File: src/clock_select_pkg.sv
// Constants for the redundant clock select and monitor block
package clock_select_pkg;
  localparam int ADDR_W = 12;
  localparam logic [11:0] ADDR_CTRL = 12'h000;
  localparam logic [11:0] ADDR_STATUS = 12'h004;
  localparam logic [11:0] ADDR_INT_STATUS = 12'h008;
  localparam logic [11:0] ADDR_INT_MASK = 12'h00c;

  // Control register fields
  localparam int CTRL_W = 7;
  localparam int CTRL_PRIMARY_SELECT = 0;
  localparam int CTRL_TIMEOUT_LONG = 1;
  localparam int CTRL_OE_SINGLE = 2;
  localparam int CTRL_OE_TRIPLE = 3;
  localparam int CTRL_RANGE_LO = 4;
  localparam int CTRL_RANGE_HI = 5;
  localparam int CTRL_AUTO = 6;
  localparam logic [6:0] CTRL_RESET = 7'h7f;

  // Status register fields
  localparam int STAT_LOSS = 0;
  localparam int STAT_REF_PRIMARY = 1;
  localparam int STAT_PLL_ON = 2;
  localparam int STAT_ALIGNED = 3;
  localparam int STAT_RANGE = 4;

  // Interrupt bits
  localparam int INT_W = 4;
  localparam int INT_LOSS = 0;
  localparam int INT_RESTORE = 1;
  localparam int INT_SWITCH = 2;
  localparam int INT_MISALIGN = 3;
  localparam logic [3:0] INT_RESET = 4'h0;
  localparam logic [3:0] MASK_RESET = 4'h0;

  // Loss timeout in backup clock periods
  localparam int CNT_W = 6;
  localparam logic [5:0] TIMEOUT_SHORT = 6'h03;
  localparam logic [5:0] TIMEOUT_LONG = 6'h30;
  localparam logic [5:0] CNT_MAX = 6'h3f;

  // Reference input range codes, {hi, lo}
  localparam logic [1:0] RANGE_50_150 = 2'h0;
  localparam logic [1:0] RANGE_19_75 = 2'h1;
  localparam logic [1:0] RANGE_6_19 = 2'h2;
  localparam logic [1:0] RANGE_150_200 = 2'h3;

  typedef enum logic [0:0] {SW_RUN, SW_PARK} switch_e;
endpackage

File: src/clock_select_monitor.sv
// Redundant clock select, loss monitor and output enable control
// Behaviour
// - Manual mode: select 1 takes primary clock, select 0 the backup clock.
// - Automatic mode: the loss detector, not the select bit, picks the reference.
// - Detector watches primary only; in automatic mode loss flag high selects the backup clock.
// - Timeout select low: loss after about 3 backup periods without primary edges.
// - Timeout select high: loss after about 48 backup periods without edges.
// - Primary edge clears loss flag; automatic mode then reselects primary through the glitch-free handover.
// - Single enable drives output 1; triple drives 2 to 4; both drive all.
// - Both enables low: all outputs high impedance and PLL powered down.
// - Range code {hi,lo}: 00 50-150, 01 19-75, 10 6-19, 11 150-200 MHz.
// - Reference change never produces a shortened pulse or glitch.
// - Feedback rising edges are checked against selected reference rising edges; a stray one flags misalignment.
// - All control inputs read high when left alone.
`timescale 1ns/1ps
module clock_select_monitor (
  input wire logic pclk,
  input wire logic presetn,
  input wire logic psel,
  input wire logic penable,
  input wire logic pwrite,
  input wire logic [11:0] paddr,
  input wire logic [31:0] pwdata,
  input wire logic [3:0] pstrb,
  output logic [31:0] prdata,
  output logic pready,
  output logic pslverr,
  input wire logic primary_clock_in,
  input wire logic backup_clock_in,
  input wire logic feedback_clock_in,
  output logic clock_out_first,
  output logic clock_out_first_oe,
  output logic [2:0] clock_out_group,
  output logic clock_out_group_oe,
  output logic pll_power_down,
  output logic [1:0] pll_range,
  output logic reference_is_primary,
  output logic primary_loss_flag,
  output logic irq
);

  // Pin synchronisers: primary, backup, feedback
  logic [2:0] pin_in;
  logic [2:0] sync1_r;
  logic [2:0] sync2_r;
  logic [2:0] sync3_r;

  assign pin_in = {feedback_clock_in, backup_clock_in, primary_clock_in};

  genvar gi;
  generate
    for (gi = 0; gi < 3; gi++) begin : g_sync
      always_ff @(posedge pclk or negedge presetn) begin
        if (!presetn) begin
          sync1_r[gi] <= 1'b0;
          sync2_r[gi] <= 1'b0;
          sync3_r[gi] <= 1'b0;
        end else begin
          sync1_r[gi] <= pin_in[gi];
          sync2_r[gi] <= sync1_r[gi];
          sync3_r[gi] <= sync2_r[gi];
        end
      end
    end
  endgenerate

  wire primary_s = sync2_r[0];
  wire backup_s = sync2_r[1];
  wire primary_edge = sync2_r[0] ^ sync3_r[0];
  wire backup_rise = sync2_r[1] & ~sync3_r[1];
  wire fb_rise = sync2_r[2] & ~sync3_r[2];

  // Registers
  logic [6:0] ctrl_r;
  logic [3:0] int_status_r;
  logic [3:0] int_mask_r;
  logic [31:0] prdata_r;

  wire sel_primary_bit = ctrl_r[clock_select_pkg::CTRL_PRIMARY_SELECT];
  wire timeout_long = ctrl_r[clock_select_pkg::CTRL_TIMEOUT_LONG];
  wire output_enable_single = ctrl_r[clock_select_pkg::CTRL_OE_SINGLE];
  wire output_enable_triple = ctrl_r[clock_select_pkg::CTRL_OE_TRIPLE];
  wire range_select_lo = ctrl_r[clock_select_pkg::CTRL_RANGE_LO];
  wire range_select_hi = ctrl_r[clock_select_pkg::CTRL_RANGE_HI];
  wire auto_mode = ctrl_r[clock_select_pkg::CTRL_AUTO];

  // Bus decode
  wire hit_ctrl = paddr == clock_select_pkg::ADDR_CTRL;
  wire hit_status = paddr == clock_select_pkg::ADDR_STATUS;
  wire hit_int = paddr == clock_select_pkg::ADDR_INT_STATUS;
  wire hit_mask = paddr == clock_select_pkg::ADDR_INT_MASK;
  wire hit_any = hit_ctrl | hit_status | hit_int | hit_mask;
  wire setup_rd = psel & ~penable & ~pwrite;
  wire wr_acc = psel & penable & pwrite & hit_any & pstrb[0];
  wire wr_ctrl = wr_acc & hit_ctrl;
  wire wr_int = wr_acc & hit_int;
  wire wr_mask = wr_acc & hit_mask;

  // Zero wait states; unmapped addresses answer with an error
  assign pready = 1'b1;
  assign pslverr = psel & penable & ~hit_any;
  assign prdata = prdata_r;

  // Loss detector
  logic [5:0] loss_cnt_r;
  logic [5:0] loss_cnt_nxt;
  logic loss_r;
  logic loss_nxt;
  wire [5:0] timeout_sel = timeout_long ? clock_select_pkg::TIMEOUT_LONG :
                                          clock_select_pkg::TIMEOUT_SHORT;

  // Sampling limits the detector to clocks below half of pclk
  always_comb begin
    loss_cnt_nxt = loss_cnt_r;
    loss_nxt = loss_r;
    if (primary_edge) begin
      loss_cnt_nxt = '0;
      loss_nxt = 1'b0;
    end else begin
      if (backup_rise && loss_cnt_r != clock_select_pkg::CNT_MAX) begin
        loss_cnt_nxt = loss_cnt_r + 6'h01;
      end
      if (loss_cnt_nxt >= timeout_sel) begin
        loss_nxt = 1'b1;
      end
    end
  end

  // Reference choice and glitch-free handover
  wire pll_on = output_enable_single | output_enable_triple;
  wire want_primary = auto_mode ? ~loss_r : sel_primary_bit;
  clock_select_pkg::switch_e sw_state_r;
  clock_select_pkg::switch_e sw_state_nxt;
  logic cur_primary_r;
  logic cur_primary_nxt;
  logic ref_out_r;
  logic ref_out_nxt;
  wire src_now = cur_primary_r ? primary_s : backup_s;
  wire src_new = want_primary ? primary_s : backup_s;
  // Previous level of the running source, used to find a fresh rise
  wire src_prev = cur_primary_r ? sync3_r[0] : sync3_r[1];
  // A dead primary may be parked high, so in automatic mode loss lets it go at once
  wire old_done = ~ref_out_r | (auto_mode & loss_r & cur_primary_r);

  always_comb begin
    sw_state_nxt = sw_state_r;
    cur_primary_nxt = cur_primary_r;
    ref_out_nxt = ref_out_r;
    case (sw_state_r)
      clock_select_pkg::SW_RUN: begin
        // Power-up waits for a fresh source rise, so the first pulse is whole
        ref_out_nxt = src_now & pll_on & (ref_out_r | ~src_prev);
        if (want_primary != cur_primary_r && old_done) begin
          sw_state_nxt = clock_select_pkg::SW_PARK;
          ref_out_nxt = 1'b0;
        end
      end
      clock_select_pkg::SW_PARK: begin
        ref_out_nxt = 1'b0;
        if (!src_new) begin
          cur_primary_nxt = want_primary;
          sw_state_nxt = clock_select_pkg::SW_RUN;
        end
      end
      default: begin
        sw_state_nxt = clock_select_pkg::SW_RUN;
        ref_out_nxt = 1'b0;
      end
    endcase
  end

  // Feedback alignment
  // Feedback synchroniser lags two cycles, so the window is delayed to match
  logic ref_out_d_r;
  logic ref_rise_d_r;
  logic ref_rise_dd_r;
  logic aligned_r;
  wire ref_rise = ref_out_r & ~ref_out_d_r;
  wire fb_window = ref_rise_d_r | ref_rise_dd_r;
  wire fb_ok = fb_rise & fb_window;
  wire fb_bad = fb_rise & ~fb_window & pll_on;

  // Events
  logic [3:0] events;
  assign events[clock_select_pkg::INT_LOSS] = loss_nxt & ~loss_r;
  assign events[clock_select_pkg::INT_RESTORE] = ~loss_nxt & loss_r;
  assign events[clock_select_pkg::INT_SWITCH] = cur_primary_nxt ^ cur_primary_r;
  assign events[clock_select_pkg::INT_MISALIGN] = fb_bad;

  // Set wins over a write-one clear in the same cycle
  wire [3:0] int_clear = wr_int ? pwdata[3:0] : 4'h0;
  wire [3:0] int_status_nxt = (int_status_r & ~int_clear) | events;

  wire [31:0] status_word = {26'h0, pll_range,
                             aligned_r, pll_on, cur_primary_r, loss_r};
  wire [31:0] rd_word = hit_ctrl ? {25'h0, ctrl_r} :
                        hit_status ? status_word :
                        hit_int ? {28'h0, int_status_r} :
                        hit_mask ? {28'h0, int_mask_r} : 32'h0;

  always_ff @(posedge pclk or negedge presetn) begin
    if (!presetn) begin
      ctrl_r <= clock_select_pkg::CTRL_RESET;
      int_status_r <= clock_select_pkg::INT_RESET;
      int_mask_r <= clock_select_pkg::MASK_RESET;
      prdata_r <= 32'h0;
    end else begin
      if (wr_ctrl) begin
        ctrl_r <= pwdata[6:0];
      end
      if (wr_mask) begin
        int_mask_r <= pwdata[3:0];
      end
      int_status_r <= int_status_nxt;
      if (setup_rd) begin
        prdata_r <= rd_word;
      end
    end
  end

  always_ff @(posedge pclk or negedge presetn) begin
    if (!presetn) begin
      loss_cnt_r <= '0;
      loss_r <= 1'b0;
      sw_state_r <= clock_select_pkg::SW_RUN;
      cur_primary_r <= 1'b1;
      ref_out_r <= 1'b0;
      ref_out_d_r <= 1'b0;
      ref_rise_d_r <= 1'b0;
      ref_rise_dd_r <= 1'b0;
      aligned_r <= 1'b0;
    end else begin
      loss_cnt_r <= loss_cnt_nxt;
      loss_r <= loss_nxt;
      sw_state_r <= sw_state_nxt;
      cur_primary_r <= cur_primary_nxt;
      ref_out_r <= ref_out_nxt;
      ref_out_d_r <= ref_out_r;
      ref_rise_d_r <= ref_rise;
      ref_rise_dd_r <= ref_rise_d_r;
      if (fb_ok) begin
        aligned_r <= 1'b1;
      end else if (fb_bad || !pll_on) begin
        aligned_r <= 1'b0;
      end
    end
  end

  // Pin drivers
  always_ff @(posedge pclk or negedge presetn) begin
    if (!presetn) begin
      clock_out_first <= 1'b0;
      clock_out_group <= 3'h0;
      clock_out_first_oe <= 1'b1;
      clock_out_group_oe <= 1'b1;
      pll_power_down <= 1'b0;
      pll_range <= clock_select_pkg::RANGE_150_200;
      reference_is_primary <= 1'b1;
      primary_loss_flag <= 1'b0;
      irq <= 1'b0;
    end else begin
      clock_out_first <= ref_out_nxt;
      clock_out_group <= {3{ref_out_nxt}};
      clock_out_first_oe <= output_enable_single;
      clock_out_group_oe <= output_enable_triple;
      pll_power_down <= ~pll_on;
      pll_range <= {range_select_hi, range_select_lo};
      reference_is_primary <= cur_primary_nxt;
      primary_loss_flag <= loss_nxt;
      irq <= |(int_status_nxt & int_mask_r);
    end
  end

endmodule

File: config.mk
export PLATFORM = sky130hd
export DESIGN_NAME = clock_select_monitor
export DESIGN_NICKNAME = d
export VERILOG_FILES = /design/src/clock_select_pkg.sv /design/src/clock_select_monitor.sv
export SDC_FILE = /design/constraint.sdc
export NUM_CORES = 1
export LEC_CHECK = 0
export BUFFER_PORTS_ARGS = -buffer_cell sky130_fd_sc_hd__buf_2
export CELL_PAD_IN_SITES_DETAIL_PLACEMENT = 2
export CELL_PAD_IN_SITES_GLOBAL_PLACEMENT = 2
export CORE_MARGIN = 2
export CORE_UTILIZATION = 26
export DETAILED_ROUTE_END_ITERATION = 8
export PLACE_DENSITY = 0.8
export SYNTH_ARGS = -nofsm -noshare
export SYNTH_HDL_FRONTEND = slang
export SYNTH_SLANG_ARGS = --single-unit
export TNS_END_PERCENT = 10
File: constraint.sdc
create_clock -name pclk -period 2.55 [get_ports pclk]
set_input_delay 0.1275 -clock pclk [delete_from_list [all_inputs] [get_ports pclk]]
set_output_delay 0.1275 -clock pclk [all_outputs]
set_load 0.005 [all_outputs]
==> flow_summary.json <==
{
  "outcome": "complete, but fails checks",
  "violations": "negative hold slack",
  "synthMuxAreaShare_pct": 9.54,
  "whs_ps": -19.0,
  "busiest_layer": "met2",
  "critPathLaunchType": "flop",
  "start_util_pct": 26.5,
  "finalSetupViolCount": 0,
  "postPlaceCellArea_mm2": 0.00290,
  "drv_cap": 0,
  "worstHoldPathType": "primary input to async pin",
  "end_kind": "flop",
  "post-route-drc-count": 0,
  "area_growth_pct": 23.6,
  "coreArea_mm2": 0.00968,
  "grt_pass1_wl_um": 10000,
  "synthSimpleGateAreaFrac_pct": 14.9,
  "grtUsageMet2_pct": 22.5,
  "dr.pass1.iters": 4,
  "syn_inst": 233,
  "clk_pin_slew_ps": 110,
  "setup_tns_ps": 0,
  "fillCellCount": 1080,
  "regToRegStartpoint": "loss_cnt_r[0]",
  "cts_made_buffers": 5,
  "dieArea_mm2": 0.0107,
  "peakVddDrop_mv": 0.217,
  "cts_tree": "done",
  "clock_latency_ps": 320,
  "yosys-top-cells-count": "dfrtp_1 (39), buf_4 (29), nand2_1 (17)",
  "cts_root_buf": "clkbuf_8",
  "rsz0062_at_grt": "yes",
  "fin_ws_ps": 10.7,
  "nNetsFinal": 360,
  "dpl.hpwl_um": 4760,
  "p_leak_nw": 1.51,
  "synth_compound_gate_area_share_pct": 9.98,
  "finClkSkew_ps": 13.6,
  "use_met3_pct": 2.49,
  "avgSynthCellArea_um2": 11.0,
  "crit_required_ps": 2740,
  "synth_top_area_share_pct": 38.0,
  "cp.arrival_ps": 2730,
  "synth-edff-count": 0,
  "syn-cell-area_mm2": 0.00257,
  "final_hold_viol_count": 23,
  "yosys.area_share.adder_pct": 2.43,
  "via_per_inst": 4.42,
  "clock_sink_count": 51,
  "place_ws_ps": -316,
  "gp_congestion": 0.748,
  "wire_per_inst_um": 15.3,
  "port_buffers": 47,
  "vias": 1913,
  "synthArstFlopShare_pct": 100,
  "clockBufferDepth": 2,
  "rrSetupSlack_ps": 10,
  "tightestPinTransition_ps": 1030,
  "synthXorXnorAreaFrac_pct": 1.36,
  "die_h_um": 103,
  "fin_crit_ps": 2540,
  "synth_top_cells_by_area": "dfrtp_1 (38%), dfstp_2 (12%), buf_4 (8.5%), mux2_4 (3.5%), o21ai_0 (3.1%)",
  "diodes": 0,
  "yosys.area.top_type": "dfrtp_1",
  "grt.overflow.total": 0,
  "path_class": "flop to flop",
  "ioPinCount": 102,
  "r2r_cells": 10,
  "yosysMostFrequentCell": "dfrtp_1",
  "rows": 36,
  "placed_cells": 413,
  "slew-limit-headroom_pct": 31.6,
  "synth_ff_type": "dfrtp_1",
  "yosysSeqAreaShare_pct": 50.2,
  "stdcell_count": 433,
  "reg2reg_to": "irq",
  "slew_viol_final": 0,
  "clock.fmax_mhz": 394,
  "critPathMaxFanout": 3,
  "grt_max_degree": 45,
  "final_area_mm2": 0.00318,
  "drive_gt1_share_pct": 38.0,
  "yosys_warnings": 0,
  "grt_use_met1_pct": 14.8,
  "ys_seq_elements": 51,
  "period_share_pct": 99.6,
  "first_global_vias": 2018,
  "htree_levels": 2,
  "synth_top_family_by_area": "simple AND/OR/NAND/NOR gates",
  "ys_types": 50,
  "dr.first_iter.drc_count": 27,
  "grtUsageTotal_pct": 12.3,
  "ant_nets": 0,
  "drt_wl_total_um": 6620,
  "antenna_found_initial": 0,
  "die_w_um": 103,
  "powerDensity_mw_per_mm2": 485
}
==> critical path, cell delays in order (launching register included) <==
cell and delay (ps):
dfrtp_1 370, ha_2 200, nand3_2 90, o211ai_1 270, buf_4 170, mux2_4 320
ha_4 170, a2111oi_4 350, o2111ai_2 200, nand4_1 130, nand4b_1 130
==> state kept, by name (all words and copies together) (netlist names), 2 cells and up <==
register / cells
loss_cnt_r: 6
ctrl_r: 7
prdata: 7
int_mask_r: 4
int_status_r: 4
sync3_r: 3
sync1_r: 3
pll_range: 2
==> per-stage QoR <==
| stage | utilization, % | total power, mW |
|---|---|---|
| global placement | 29.9 | 1.02 |
| CTS | 31.8 | 1.56 |
| finish | 32.8 | 1.54 |
| detailed placement | 29.9 | 1.03 |
| global route | 32.8 | 1.62 |
| floorplan | - | 0.974 |
==> final cells by class <==
class                      instances  area (µm²)  share of cell area [%]
clock buffer                       5        68.8                    2.17
multi-input combinational        161        1160                    36.6
timing repair buffer              71         423                    13.3
clock inverter                     3        28.8                   0.906
sequential                        51        1290                    40.7
tap                              133         166                    5.24
inverter                           9        33.8                    1.06
==> cell usage in the layout, fill, tap and decap left out, drive strengths merged, types with 2 or more instances in the layout <==
cell type / count
conb: 26
a21oi: 7
nand4: 3
or4: 5
clkinv: 2
mux2: 12
inv: 10
dfstp: 12
dlygate4sd3: 3
nand2b: 6
o211ai: 2
and3: 2
nand2: 17
o31ai: 2
xnor2: 2
nor4: 2
mux4: 3
a32o: 2
buf: 68
o21ai: 16
nor2: 10
or3: 2
ha: 5
dfrtp: 39
xor2: 2
a31oi: 3
a21boi: 2
clkbuf: 5
mux2i: 2
nor2b: 2
and2: 6
nor3: 2
nand4b: 2
or2: 2
==> power breakdown <==
group,total [mW],switching (mW),internal (mW)
Clock,0.508,0.304,0.204
Sequential,0.859,0.0224,0.837
Combinational,0.173,0.0903,0.0831
Total,1.54,0.417,1.12
==> timing repair <==
action	4_1_cts	5_1_grt
setup endpoints to repair	3	3
hold buffers	3	0
pin swaps	5	8
endpoints found under the hold margin	3	0
buffers inserted	2	7
resized for setup	7	8
==> how the worst max path moves through the flow <==
stage                            endpoint  cells after the start           from
after floorplan           int_status_r[0]                      9  loss_cnt_r[0]
after global placement                irq                     10  loss_cnt_r[0]
after detailed placement              irq                     10  loss_cnt_r[0]
after CTS                             irq                     11  loss_cnt_r[0]
after global routing                  irq                     10  loss_cnt_r[1]
final                                 irq                     10  loss_cnt_r[0]
==> routing by layer <==
layer / share of wire, % / routed length, µm
met2: 50 / 3320
met3: 4.4 / 290
met5: 0 / 0
met1: 44 / 2940
met4: 1.0 / 68
==> cells by family after synthesis <==
logic type / after synthesis
AO/OA/AOI/OAI: 41
XOR/XNOR: 4
adder cells (fa/ha/maj): 5
buffers and inverters: 45
flip-flops: 51
multiplexers: 17
other: 2
AND/OR/NAND/NOR: 68
Power figures use the tool's default switching activity.
